[src/shared/atf_map.svh]
`ifndef ATF_MAP_SVH
`define ATF_MAP_SVH

// Register offsets on the task-file I/O bus
`define ATF_OFS_DRIVE_HEAD 4'h6
`define ATF_OFS_STATUS_CMD 4'h7
`define ATF_OFS_CTRL_ALT 4'hE
`define ATF_OFS_DRIVE_ADDR 4'hF

// Field positions
`define ATF_DC_SRST_BIT 2
`define ATF_DC_IDIS_BIT 1
`define ATF_ST_BUSY_BIT 7
`define ATF_ST_DRQ_BIT 3
`define ATF_DH_DRV_BIT 4
`define ATF_DA_WTG_BIT 6
`define ATF_DA_DS1_BIT 1
`define ATF_DA_DS0_BIT 0

// Reset values
`define ATF_DH_RESET 8'hA0
`define ATF_DH_FIXED_ONES 8'hA0

// Class 2 and class 3 command codes
`define ATF_CMD_FORMAT_TRACK 8'h50
`define ATF_CMD_WRITE_BUFFER 8'hE8
`define ATF_CMD_WRITE_LONG0 8'h32
`define ATF_CMD_WRITE_LONG1 8'h33
`define ATF_CMD_WRITE_SEC0 8'h30
`define ATF_CMD_WRITE_SEC1 8'h31
`define ATF_CMD_WRITE_NOERASE 8'h38
`define ATF_CMD_WRITE_VERIFY 8'h3C
`define ATF_CMD_WRITE_MULT 8'hC5
`define ATF_CMD_WRITE_MULT_NE 8'hCD

// Timing
`define ATF_CLK_PERIOD_NS 100
`define ATF_BUSY_SET_NS 400
`define ATF_DRQ_C2_US 700
`define ATF_DRQ_C3_MS 20
`define ATF_BUSY_SET_CYCLES (`ATF_BUSY_SET_NS / `ATF_CLK_PERIOD_NS)
`define ATF_DRQ_C2_CYCLES (`ATF_DRQ_C2_US * 1000 / `ATF_CLK_PERIOD_NS)
`define ATF_DRQ_C3_CYCLES (`ATF_DRQ_C3_MS * 1000000 / `ATF_CLK_PERIOD_NS)
`define ATF_TIMER_W 18

`endif

[src/shared/atf_pkg.sv]
package atf_pkg;

  typedef enum logic [1:0] {ATF_CLS1, ATF_CLS2, ATF_CLS3} atf_class_t;

  typedef enum logic [1:0] {ATF_IDLE, ATF_EXEC, ATF_PREP, ATF_XFER}
    atf_state_t;

  typedef struct packed {
    logic wr;
    logic rd;
    logic [3:0] addr;
    logic [7:0] wdata;
  } atf_host_req_t;

  typedef struct packed {
    logic soft_reset_request;
    logic interrupt_disable_n;
  } atf_dev_ctrl_t;

endpackage

[src/hw/atf_drq_timer.sv]
`timescale 1ns/10ps
`default_nettype none
`include "atf_map.svh"

module atf_drq_timer #(
  parameter int unsigned W = `ATF_TIMER_W
) (
  input wire logic clk_sys,
  input wire logic rst_n,
  input wire logic run,
  input wire logic [W-1:0] limit,
  output logic expired
);

  logic [W-1:0] count;

  // Pulse in the last allowed cycle of the wait
  assign expired = run && (count == limit - {{(W-1){1'b0}}, 1'b1});

  always_ff @(posedge clk_sys or negedge rst_n)
  begin
    if (!rst_n)
      count <= '0;
    else if (!run || expired)
      count <= '0;
    else
      count <= count + {{(W-1){1'b0}}, 1'b1};
  end

endmodule // atf_drq_timer
`default_nettype wire

[src/hw/atf_task_ctrl.sv]
// Notes on behaviour
// - Soft reset bit set holds task-file logic in reset until written back 0
// - Soft reset leaves card configuration registers untouched
// - Interrupt disable 1 blocks all host interrupts; 0 allows them
// - Same disable bit gates the configuration status interrupt bit
// - Interrupt disable cleared at power-on and every reset
// - Device control write ignores bits 0 and 3 and upper four bits
// - Drive address bit 6 reads 0 while a write is in progress
// - Drive address bits 5..2 return inverted head bits 3..0
// - Bits 1 and 0 read 0 when drive 1 or 0 is active and selected
// - Class 1 command sets BUSY within 400 ns
// - Class 2: BUSY within 400 ns, DRQ within 700 us, then BUSY drops
// - Class 3: BUSY within 400 ns, DRQ within 20 ms, then BUSY drops
// - While BUSY the device owns command register; host locked out
// - DRQ set whenever data must move through the data register
// - Drive/head low nibble holds head bits or LBA 27..24
// - Alternate status read keeps pending interrupt; status read clears it
`timescale 1ns/10ps
`default_nettype none
`include "atf_map.svh"

module atf_task_ctrl #(
  parameter int unsigned DRQ_C2_CYCLES = `ATF_DRQ_C2_CYCLES,
  parameter int unsigned DRQ_C3_CYCLES = `ATF_DRQ_C3_CYCLES,
  parameter bit ANSWER_DRIVE_ADDR = 1'b1
) (
  input wire logic clk_sys,
  input wire logic rst_n,
  input wire atf_pkg::atf_host_req_t host_req,
  output logic [7:0] host_rdata,
  output logic [7:0] host_rdata_oe,
  output logic host_irq,
  output logic cfg_int_status,
  output logic soft_reset_active,
  output logic [7:0] cmd_code,
  output logic cmd_start,
  output atf_pkg::atf_class_t cmd_class,
  output logic [7:0] drive_head,
  output logic busy,
  output logic drq,
  input wire logic [7:0] status_misc,
  input wire logic write_in_progress,
  input wire logic card_is_drive1,
  input wire logic drive_active,
  input wire logic buffer_ready,
  input wire logic xfer_req,
  input wire logic transfer_done,
  input wire logic cmd_done,
  input wire logic irq_event
);

  localparam int unsigned TW = `ATF_TIMER_W;
  localparam int unsigned BUSY_SET_CYCLES = `ATF_BUSY_SET_CYCLES;

  function automatic atf_pkg::atf_class_t class_of(input logic [7:0] code);
    unique case (code)
      `ATF_CMD_WRITE_MULT, `ATF_CMD_WRITE_MULT_NE:
        class_of = atf_pkg::ATF_CLS3;
      `ATF_CMD_FORMAT_TRACK, `ATF_CMD_WRITE_BUFFER, `ATF_CMD_WRITE_LONG0,
      `ATF_CMD_WRITE_LONG1, `ATF_CMD_WRITE_SEC0, `ATF_CMD_WRITE_SEC1,
      `ATF_CMD_WRITE_NOERASE, `ATF_CMD_WRITE_VERIFY:
        class_of = atf_pkg::ATF_CLS2;
      default:
        class_of = atf_pkg::ATF_CLS1;
    endcase
  endfunction

  atf_pkg::atf_dev_ctrl_t ctrl;
  atf_pkg::atf_state_t state;
  atf_pkg::atf_state_t next_state;
  logic int_pending;
  logic timer_expired;

  wire wr_ctrl = host_req.wr && host_req.addr == `ATF_OFS_CTRL_ALT;
  wire wr_cmd = host_req.wr && host_req.addr == `ATF_OFS_STATUS_CMD;
  wire wr_dh = host_req.wr && host_req.addr == `ATF_OFS_DRIVE_HEAD;
  wire rd_status = host_req.rd && host_req.addr == `ATF_OFS_STATUS_CMD;
  wire rd_alt = host_req.rd && host_req.addr == `ATF_OFS_CTRL_ALT;
  wire rd_dh = host_req.rd && host_req.addr == `ATF_OFS_DRIVE_HEAD;
  wire rd_da = host_req.rd && host_req.addr == `ATF_OFS_DRIVE_ADDR;
  wire srst = ctrl.soft_reset_request;
  // Writes to command and drive/head are locked out while busy
  wire cmd_accept = wr_cmd && !busy;
  wire dh_accept = wr_dh && !busy;
  wire [TW-1:0] drq_limit = (cmd_class == atf_pkg::ATF_CLS3)
    ? TW'(DRQ_C3_CYCLES) : TW'(DRQ_C2_CYCLES);
  wire prep_done = buffer_ready || timer_expired;
  wire drive_sel = drive_active &&
    (drive_head[`ATF_DH_DRV_BIT] == card_is_drive1);
  wire [7:0] status_word = {busy, status_misc[6:4], drq, status_misc[2],
    1'b0, status_misc[0]};
  wire [7:0] drive_addr_word = {1'b0, !write_in_progress,
    ~drive_head[3:0],
    !(drive_sel && card_is_drive1),
    !(drive_sel && !card_is_drive1)};
  wire [7:0] next_rdata = rd_da ? drive_addr_word
    : rd_dh ? drive_head : status_word;
  wire [7:0] next_oe = rd_da ? (ANSWER_DRIVE_ADDR ? 8'h7F : 8'h00)
    : (rd_status || rd_alt || rd_dh) ? 8'hFF : 8'h00;
  wire int_set = irq_event || (state == atf_pkg::ATF_EXEC && cmd_done);

  // Busy while soft reset is held and while the device owns the registers
  assign busy = srst || state == atf_pkg::ATF_EXEC
    || state == atf_pkg::ATF_PREP;
  assign drq = state == atf_pkg::ATF_XFER;
  assign host_irq = int_pending && !ctrl.interrupt_disable_n;
  assign cfg_int_status = host_irq;
  assign soft_reset_active = srst;

  atf_drq_timer #(
    .W(TW)
  ) u_drq_timer (
    .clk_sys(clk_sys),
    .rst_n(rst_n),
    .run(state == atf_pkg::ATF_PREP),
    .limit(drq_limit),
    .expired(timer_expired)
  );

  always_comb
  begin
    next_state = state;
    unique case (state)
      atf_pkg::ATF_IDLE:
        if (cmd_accept)
          next_state = (class_of(host_req.wdata) == atf_pkg::ATF_CLS1)
            ? atf_pkg::ATF_EXEC : atf_pkg::ATF_PREP;
      atf_pkg::ATF_EXEC:
        if (xfer_req)
          next_state = atf_pkg::ATF_XFER;
        else if (cmd_done)
          next_state = atf_pkg::ATF_IDLE;
      atf_pkg::ATF_PREP:
        if (prep_done)
          next_state = atf_pkg::ATF_XFER;
      atf_pkg::ATF_XFER:
        if (transfer_done)
          next_state = atf_pkg::ATF_EXEC;
    endcase
  end

  // Device control: only bits 2 and 1 are stored
  always_ff @(posedge clk_sys or negedge rst_n)
  begin
    if (!rst_n)
      ctrl <= '0;
    else if (wr_ctrl)
    begin
      ctrl.soft_reset_request <= host_req.wdata[`ATF_DC_SRST_BIT];
      ctrl.interrupt_disable_n <= host_req.wdata[`ATF_DC_SRST_BIT] ? 1'b0
        : host_req.wdata[`ATF_DC_IDIS_BIT];
    end
  end

  always_ff @(posedge clk_sys or negedge rst_n)
  begin
    if (!rst_n)
    begin
      state <= atf_pkg::ATF_IDLE;
      drive_head <= `ATF_DH_RESET;
      cmd_code <= 8'h00;
      cmd_class <= atf_pkg::ATF_CLS1;
      cmd_start <= 1'b0;
    end
    else if (srst)
    begin
      state <= atf_pkg::ATF_IDLE;
      drive_head <= `ATF_DH_RESET;
      cmd_start <= 1'b0;
    end
    else
    begin
      state <= next_state;
      cmd_start <= cmd_accept;
      if (dh_accept)
        drive_head <= host_req.wdata | `ATF_DH_FIXED_ONES;
      if (cmd_accept)
      begin
        cmd_code <= host_req.wdata;
        cmd_class <= class_of(host_req.wdata);
      end
    end
  end

  // Set wins over the clear from a status read
  always_ff @(posedge clk_sys or negedge rst_n)
  begin
    if (!rst_n)
      int_pending <= 1'b0;
    else if (srst)
      int_pending <= 1'b0;
    else if (int_set)
      int_pending <= 1'b1;
    else if (rd_status)
      int_pending <= 1'b0;
  end

  always_ff @(posedge clk_sys or negedge rst_n)
  begin
    if (!rst_n)
    begin
      host_rdata <= 8'h00;
      host_rdata_oe <= 8'h00;
    end
    else
    begin
      host_rdata <= next_rdata;
      host_rdata_oe <= next_oe;
    end
  end
endmodule // atf_task_ctrl
`default_nettype wire

[config.mk]
export PLATFORM = sky130hd
export DESIGN_NAME = atf_task_ctrl
export DESIGN_NICKNAME = d
export VERILOG_FILES = /design/src/shared/atf_pkg.sv /design/src/hw/atf_drq_timer.sv /design/src/hw/atf_task_ctrl.sv
export VERILOG_INCLUDE_DIRS = /design/src /design/src/shared
export SDC_FILE = /design/constraint.sdc
export NUM_CORES = 1
export LEC_CHECK = 0
export BUFFER_PORTS_ARGS = -buffer_cell sky130_fd_sc_hd__buf_2
export CORE_MARGIN = 10
export CORE_UTILIZATION = 55
export DETAILED_ROUTE_END_ITERATION = 12
export GPL_TIMING_DRIVEN = 0
export HOLD_SLACK_MARGIN = 0.06
export PLACE_DENSITY = 0.9
export SETUP_SLACK_MARGIN = 0.5
export SYNTH_ARGS = -nofsm -noshare
export SYNTH_HDL_FRONTEND = slang
export SYNTH_SLANG_ARGS = --single-unit
[constraint.sdc]
create_clock -name clk_sys -period 6.02 [get_ports clk_sys]
set_input_delay 0.602 -clock clk_sys [delete_from_list [all_inputs] [get_ports clk_sys]]
set_output_delay 0.602 -clock clk_sys [all_outputs]
set_load 0.03 [all_outputs]
# Yosys cells after proc, flatten, opt, wreduce, memory -nomap -nowiden
# Cells that the tools add are included.
word_totals:
  regBits: 58
  latch_bits: 0
  mem_bits_rw: 0
  mem_bits_ro: 0
  input_bits: 32
  out_inout_bits: 40
  elab_cells: 100
  memories: 0
classes:
  n_addsub: 2
  mul: 0
  n_div: 0
  order_cmp: 0
  n_eq_ne: 24
  shifts: 0
  muxes: 24
  n_bitwise: 2
  n_reduce_logical: 37
op_table:
  columns: ["operator", "count"]
  rows:
  - ["8-bit by 6-bit equality test with 1-bit output (second input constant)", 6]
  - ["8-bit two-way mux", 6]
  - ["18-bit two-way mux", 2]
  - ["8-bit equality test (second input constant)", 3]
  - ["18-bit by 1-bit adder with 18-bit output (second input constant)", 1]
  - ["18-bit equality test", 1]
  - ["2-bit two-way mux", 9]
  - ["18-bit by 1-bit subtractor with 18-bit output (second input constant)", 1]
  - ["1-bit logical AND", 15]
  - ["4-bit by 3-bit equality test with 1-bit output (second input constant)", 2]
  - ["4-bit equality test (second input constant)", 2]
  - ["8-bit by 7-bit equality test with 1-bit output (second input constant)", 1]
  - ["2-bit one-hot mux with 4 select lines", 1]
  - ["8-bit OR reduction", 1]
  - ["1-bit zero test", 7]
  - ["1-bit logical OR", 7]
  - ["2-bit equality test (second input constant)", 3]
  - ["3-bit inequality test (second input constant)", 2]
  - ["1-bit two-way mux", 5]
  - ["2-bit zero test", 2]
  - ["4-bit inequality test (second input constant)", 1]
  - ["4-bit NOT", 1]
  - ["2-bit one-hot mux with 2 select lines", 1]
  - ["4-bit AND reduction", 1]
  - ["other kinds (8)", 8]

# Logic depth before layout (Yosys ltp)
logic_depth:
  depth_word: 12
  ltp_mapped: 7
  depth_no_buf: 6

# By module
# A second synthesis with hierarchy kept.
unflattened:
  hier_cells: 329
  area_unflattened_um2: 3129.3
modules_own_cells:
  columns: ["mod", "instances", "cells_each", "area_per_inst_um2", "seq_area_each_um2"]
  rows:
  - ["atf_task_ctrl", 1, 149, 1644.1, 800.8]
  - ["atf_drq_timer", 1, 180, 1485.2, 450.4]

# Least setup slack after synthesis
# OpenSTA, ideal clock, no wires.
synth_timing:
  kind: "flip-flop to flip-flop"
  from: "reg state[1]"
  to: "reg cmd_code[0]"
  setup_time_ps: 125
  t_arrival_ps: 2149
  required_time_ps: 5895
  path_slack_ps: 3746
  path_stages_with_launch: 7
  path_buffers: 2
  cell_sequence: "dfrtp_1 > buf_6 > nor2b_1 > or3_1 > nor4b_1 > buf_2 > mux2_2"
synth_between:
  elab_chain_cells: 6
  word_cells_on_any_way: 7
  classes_between: "eq/ne: 2; reduce/logical: 5"
synth_lines:
  columns: ["element", "line", "rtl"]
  rows:
  - ["start, declared", "atf_task_ctrl.sv:69", "atf_pkg::atf_state_t state;"]
  - ["start signal, assigned", "atf_task_ctrl.sv:159", "state <= atf_pkg::ATF_IDLE;"]
  - ["start signal, assigned", "atf_task_ctrl.sv:167", "state <= atf_pkg::ATF_IDLE;"]
  - ["start signal, assigned", "atf_task_ctrl.sv:173", "state <= next_state;"]
  - ["2-bit by 1-bit equality test with 1-bit output", "atf_task_ctrl.sv:103", "assign busy = srst || state == atf_pkg::ATF_EXEC"]
  - ["1-bit logical OR", "atf_task_ctrl.sv:103", null]
  - ["1-bit logical OR *", "atf_task_ctrl.sv:104", "|| state == atf_pkg::ATF_PREP;"]
  - ["net busy", "atf_task_ctrl.sv:39", "output logic busy,"]
  - ["1-bit zero test *", "atf_task_ctrl.sv:83", "wire cmd_accept = wr_cmd && !busy;"]
  - ["1-bit logical AND *", "atf_task_ctrl.sv:83", null]
  - ["2-bit AND reduction (no line) *", null, null]
  - ["end signal, assigned", "atf_task_ctrl.sv:179", "cmd_code <= host_req.wdata;"]
  - ["end, declared", "atf_task_ctrl.sv:35", "output logic [7:0] cmd_code,"]
# The timed path passes the listed nets; every way through them passes the cells marked *.
# A chain may end at the register's enable or synchronous reset.

# Worst setup path in the final report
layout_timing:
  from: "reg state[1]"
  to: "reg cmd_code[7]"
layout_between:
  elab_chain_cells: 6
  word_cells_on_any_way: 7
  classes_between: "eq/ne: 2; reduce/logical: 5"
layout_lines:
  columns: ["element", "line"]
  rows:
  - ["2-bit by 1-bit equality test with 1-bit output", "atf_task_ctrl.sv:103"]
  - ["1-bit logical OR", "atf_task_ctrl.sv:103"]
  - ["1-bit logical OR *", "atf_task_ctrl.sv:104"]
  - ["1-bit zero test *", "atf_task_ctrl.sv:83"]
  - ["1-bit logical AND *", "atf_task_ctrl.sv:83"]
  - ["2-bit AND reduction (no line) *", null]
# Every way passes the cells marked *; elsewhere a longest branch is shown, timed or not.

==> results_dict.tcl <==
set metrics [dict create \
    outcome "finished, final reports clean" \
    grt_antenna_before_repair 0 \
    cts-root-buf "clkbuf_8" \
    critPathSlowestCell "nor4b_1" \
    place_ws_ns 3.63 \
    crit_path_max_incr_delay_ns 0.47 \
    instances_no_fill 371 \
    initial_core_util_pct 56.8 \
    die-area_um2 7580 \
    finalSetupViolCount 0 \
    ys_async_sr_fraction_pct 100 \
    irDropWorstVdd_v 0.000246 \
    cts_resized 0 \
    postSynthAreaPerCell_um2 10.1 \
    hpwl_mm 4.60 \
    synth_top_area_share_pct 50.6 \
    yosysWarnings 0 \
    critPathArrivalTime_ns 2.54 \
    period_needed_ns 2.35 \
    postCtsSetupRepairBufs 0 \
    p_seq_share_pct 45.5 \
    synth_area_leaders "dfrtp_1 51%, mux2_2 5.5%, xor2_1 4.2%" \
    critPathBufInv 2 \
    clock-skew-final_ns 0.00694 \
    p_comb_share_pct 27.4 \
    wl_per_cell_um 16.4 \
    synth_edf_count 0 \
    p_int_mw 0.581 \
    hold_slack_ns 0.462 \
    syn_area_um2 2470 \
    cts_tree "yes" \
    die_h_um 87.1 \
    grt_pass1_wl_mm 9.99 \
    end_kind "flip-flop" \
    path_delay_family "simple AND/OR/NAND/NOR gates" \
    final_area_um2 2990 \
    cp_max_fo 10 \
    swShare_pct 33.3 \
    rsz0062_at_grt "no" \
    netlist_instances 244 \
    holdBufCountCts 0 \
    synth.largest_area_cell "dfrtp_1" \
    num_io_pins 72 \
    startpoint_type "flip-flop" \
    die_w_um 87.1 \
    ys_ff_latch 50 \
    power_switching_mw 0.289 \
    synth_flop_cell "dfrtp_1" \
    setup_slack_ns 3.67 \
    grt-ovfl-total 0 \
    nets 351 \
    vias 2061 \
    port_buffers 66 \
    maxSlewHeadroom_pct 29.0 \
    num_rows 24 \
    power_frac_clock_pct 27.1 \
    drc_errors 0 \
    p_per_area_nw_per_um2 291 \
    grtUsageTotal_pct 16.1 \
    clk_latency_ns 0.30 \
    ant_nets 0 \
    worst_slew_pin_slew_ns 1.06 \
    postPlaceCellArea_um2 2870 \
    drive_gt1_share_pct 31.0 \
    synth_cell_types 46 \
    postRouteWirelength_mm 6.07 \
    p_leak_nw 1.43 \
    fin_tns_setup_ns 0 \
    fmax_mhz 425 \
    areaGrowthSynthToFinish_pct 20.7 \
    clockBufferDepth 2 \
    first_iter_violations 108 \
    coreArea_um2 4350 \
    gp_congestion 0.895 \
    nFillCells 333 \
    finalHoldViolCount 0 \
    place_inst 363 \
    vias_per_cell 5.56 \
    cts.clk_slew.worst_paths_ns 0.09 \
    ys_seq_area_share_pct 50.6 \
    slew_viol_final 0 \
    first_pass_iters 4 \
    cts_buffers 5 \
    period_share_pct 39.0 \
    setup.worst_path.class "reg -> reg" \
    num_antenna_cells 0 \
    drv_cap 0 \
    cts.sinks 50 \
    crit_required_ns 6.21 \
    hold_path.class "in -> reg" \
    cp_cell_sequence "buf_6, nor2b_1, or3_1, nor4b_1, buf_2, mux2_2" \
    grt_max_degree 51 \
    htreeDepth 2 \
    grt_pass1_vias 2135 \
    final_cell_mix "67 x buf_2, 50 x dfrtp_1, 26 x nor2_1" \
    final_common_cell "buf_2" \
]
==> Yosys cell counts (all sizes together) (7+ instances only) <==
master,n
o21ai,11
nand3,8
nor3,7
mux2,12
nand2,18
nor2b,7
xor2,12
a21oi,8
buf,11
dfrtp,50
nand2b,10
nor2,26
==> final cells by class <==
class	count	area (um^2)	area share (%)
clock buffer	5	68.8	2.30
inverter	5	18.8	0.628
tap	52	65.1	2.18
multi-input combinational	173	1100	36.9
clock inverter	3	43.8	1.47
sequential	50	1250	41.9
timing repair buffer	66	330	11.1
buffer	17	106	3.56
==> stage by stage <==
stage	util (%)	power (mW)
2_1_floorplan	-	0.558
5_1_grt	68.6	0.911
3_3_place_gp	66.0	0.635
3_5_place_dp	66.0	0.641
6_report	68.6	0.870
4_1_cts	68.6	0.878
==> kinds of logic after synthesis <==
logic type | Yosys count | synth area share (%)
mux | 14 | 6.27
other cells | 1 | 0.152
fa+ha+maj | 1 | 0.505
compound gates | 34 | 8.75
buf+inv | 22 | 5.06
flops | 50 | 50.6
simple gates | 106 | 23.1
xor+xnor | 16 | 5.66
==> metal layers <==
| metal | part of all wire (%) | GRT usage, % | vias up |
|---|---|---|---|
| li1 | - | - | 999 |
| met1 | 42 | 18.8 | 995 |
| met2 | 49 | 27.8 | 63 |
| met3 | 7.6 | 4.96 | 4 |
| met4 | 0.77 | 4.42 | 0 |
| met5 | 0 | 0 | - |
==> power by group through the flow <==
stage	logic [mW]	registers [mW]	clock network, mW
5_1_grt	0.256	0.402	0.254
2_1_floorplan	0.0925	0.466	0
6_report	0.238	0.396	0.236
4_1_cts	0.240	0.396	0.241
3_3_place_gp	0.235	0.400	0
3_5_place_dp	0.239	0.402	0
==> registers in the layout, indices dropped and copies added (netlist names), 2 cells and up <==
register           flops
cmd_code               8
drive_head             6
host_rdata             8
host_rdata_oe          2
u_drq_timer.count     18
cmd_class              2
state                  2
==> final timing paths <==
| check | cells after the start | startpoint | slack, ns | end |
|---|---|---|---|---|
| max | 6 | state[1]$_DFFE_PN0P_ | 3.67 | cmd_code[7]$_DFFE_PN0P_ |
| min | 2 | write_in_progress | 0.46 | host_rdata[6]$_DFF_PN0_ |
| max reg2reg | 6 | state[1]$_DFFE_PN0P_ | 3.67 | cmd_code[7]$_DFFE_PN0P_ |
| min reg2reg | 1 | u_drq_timer.count[0]$_DFF_PN0_ | 0.46 | u_drq_timer.count[0]$_DFF_PN0_ |
| max in group asynchronous | 1 | rst_n | 4.88 | u_drq_timer.count[5]$_DFF_PN0_ |
| min in group asynchronous | 1 | rst_n | 0.49 | cmd_code[0]$_DFFE_PN0P_ |
No activity file was read; power rests on OpenSTA's default activity.
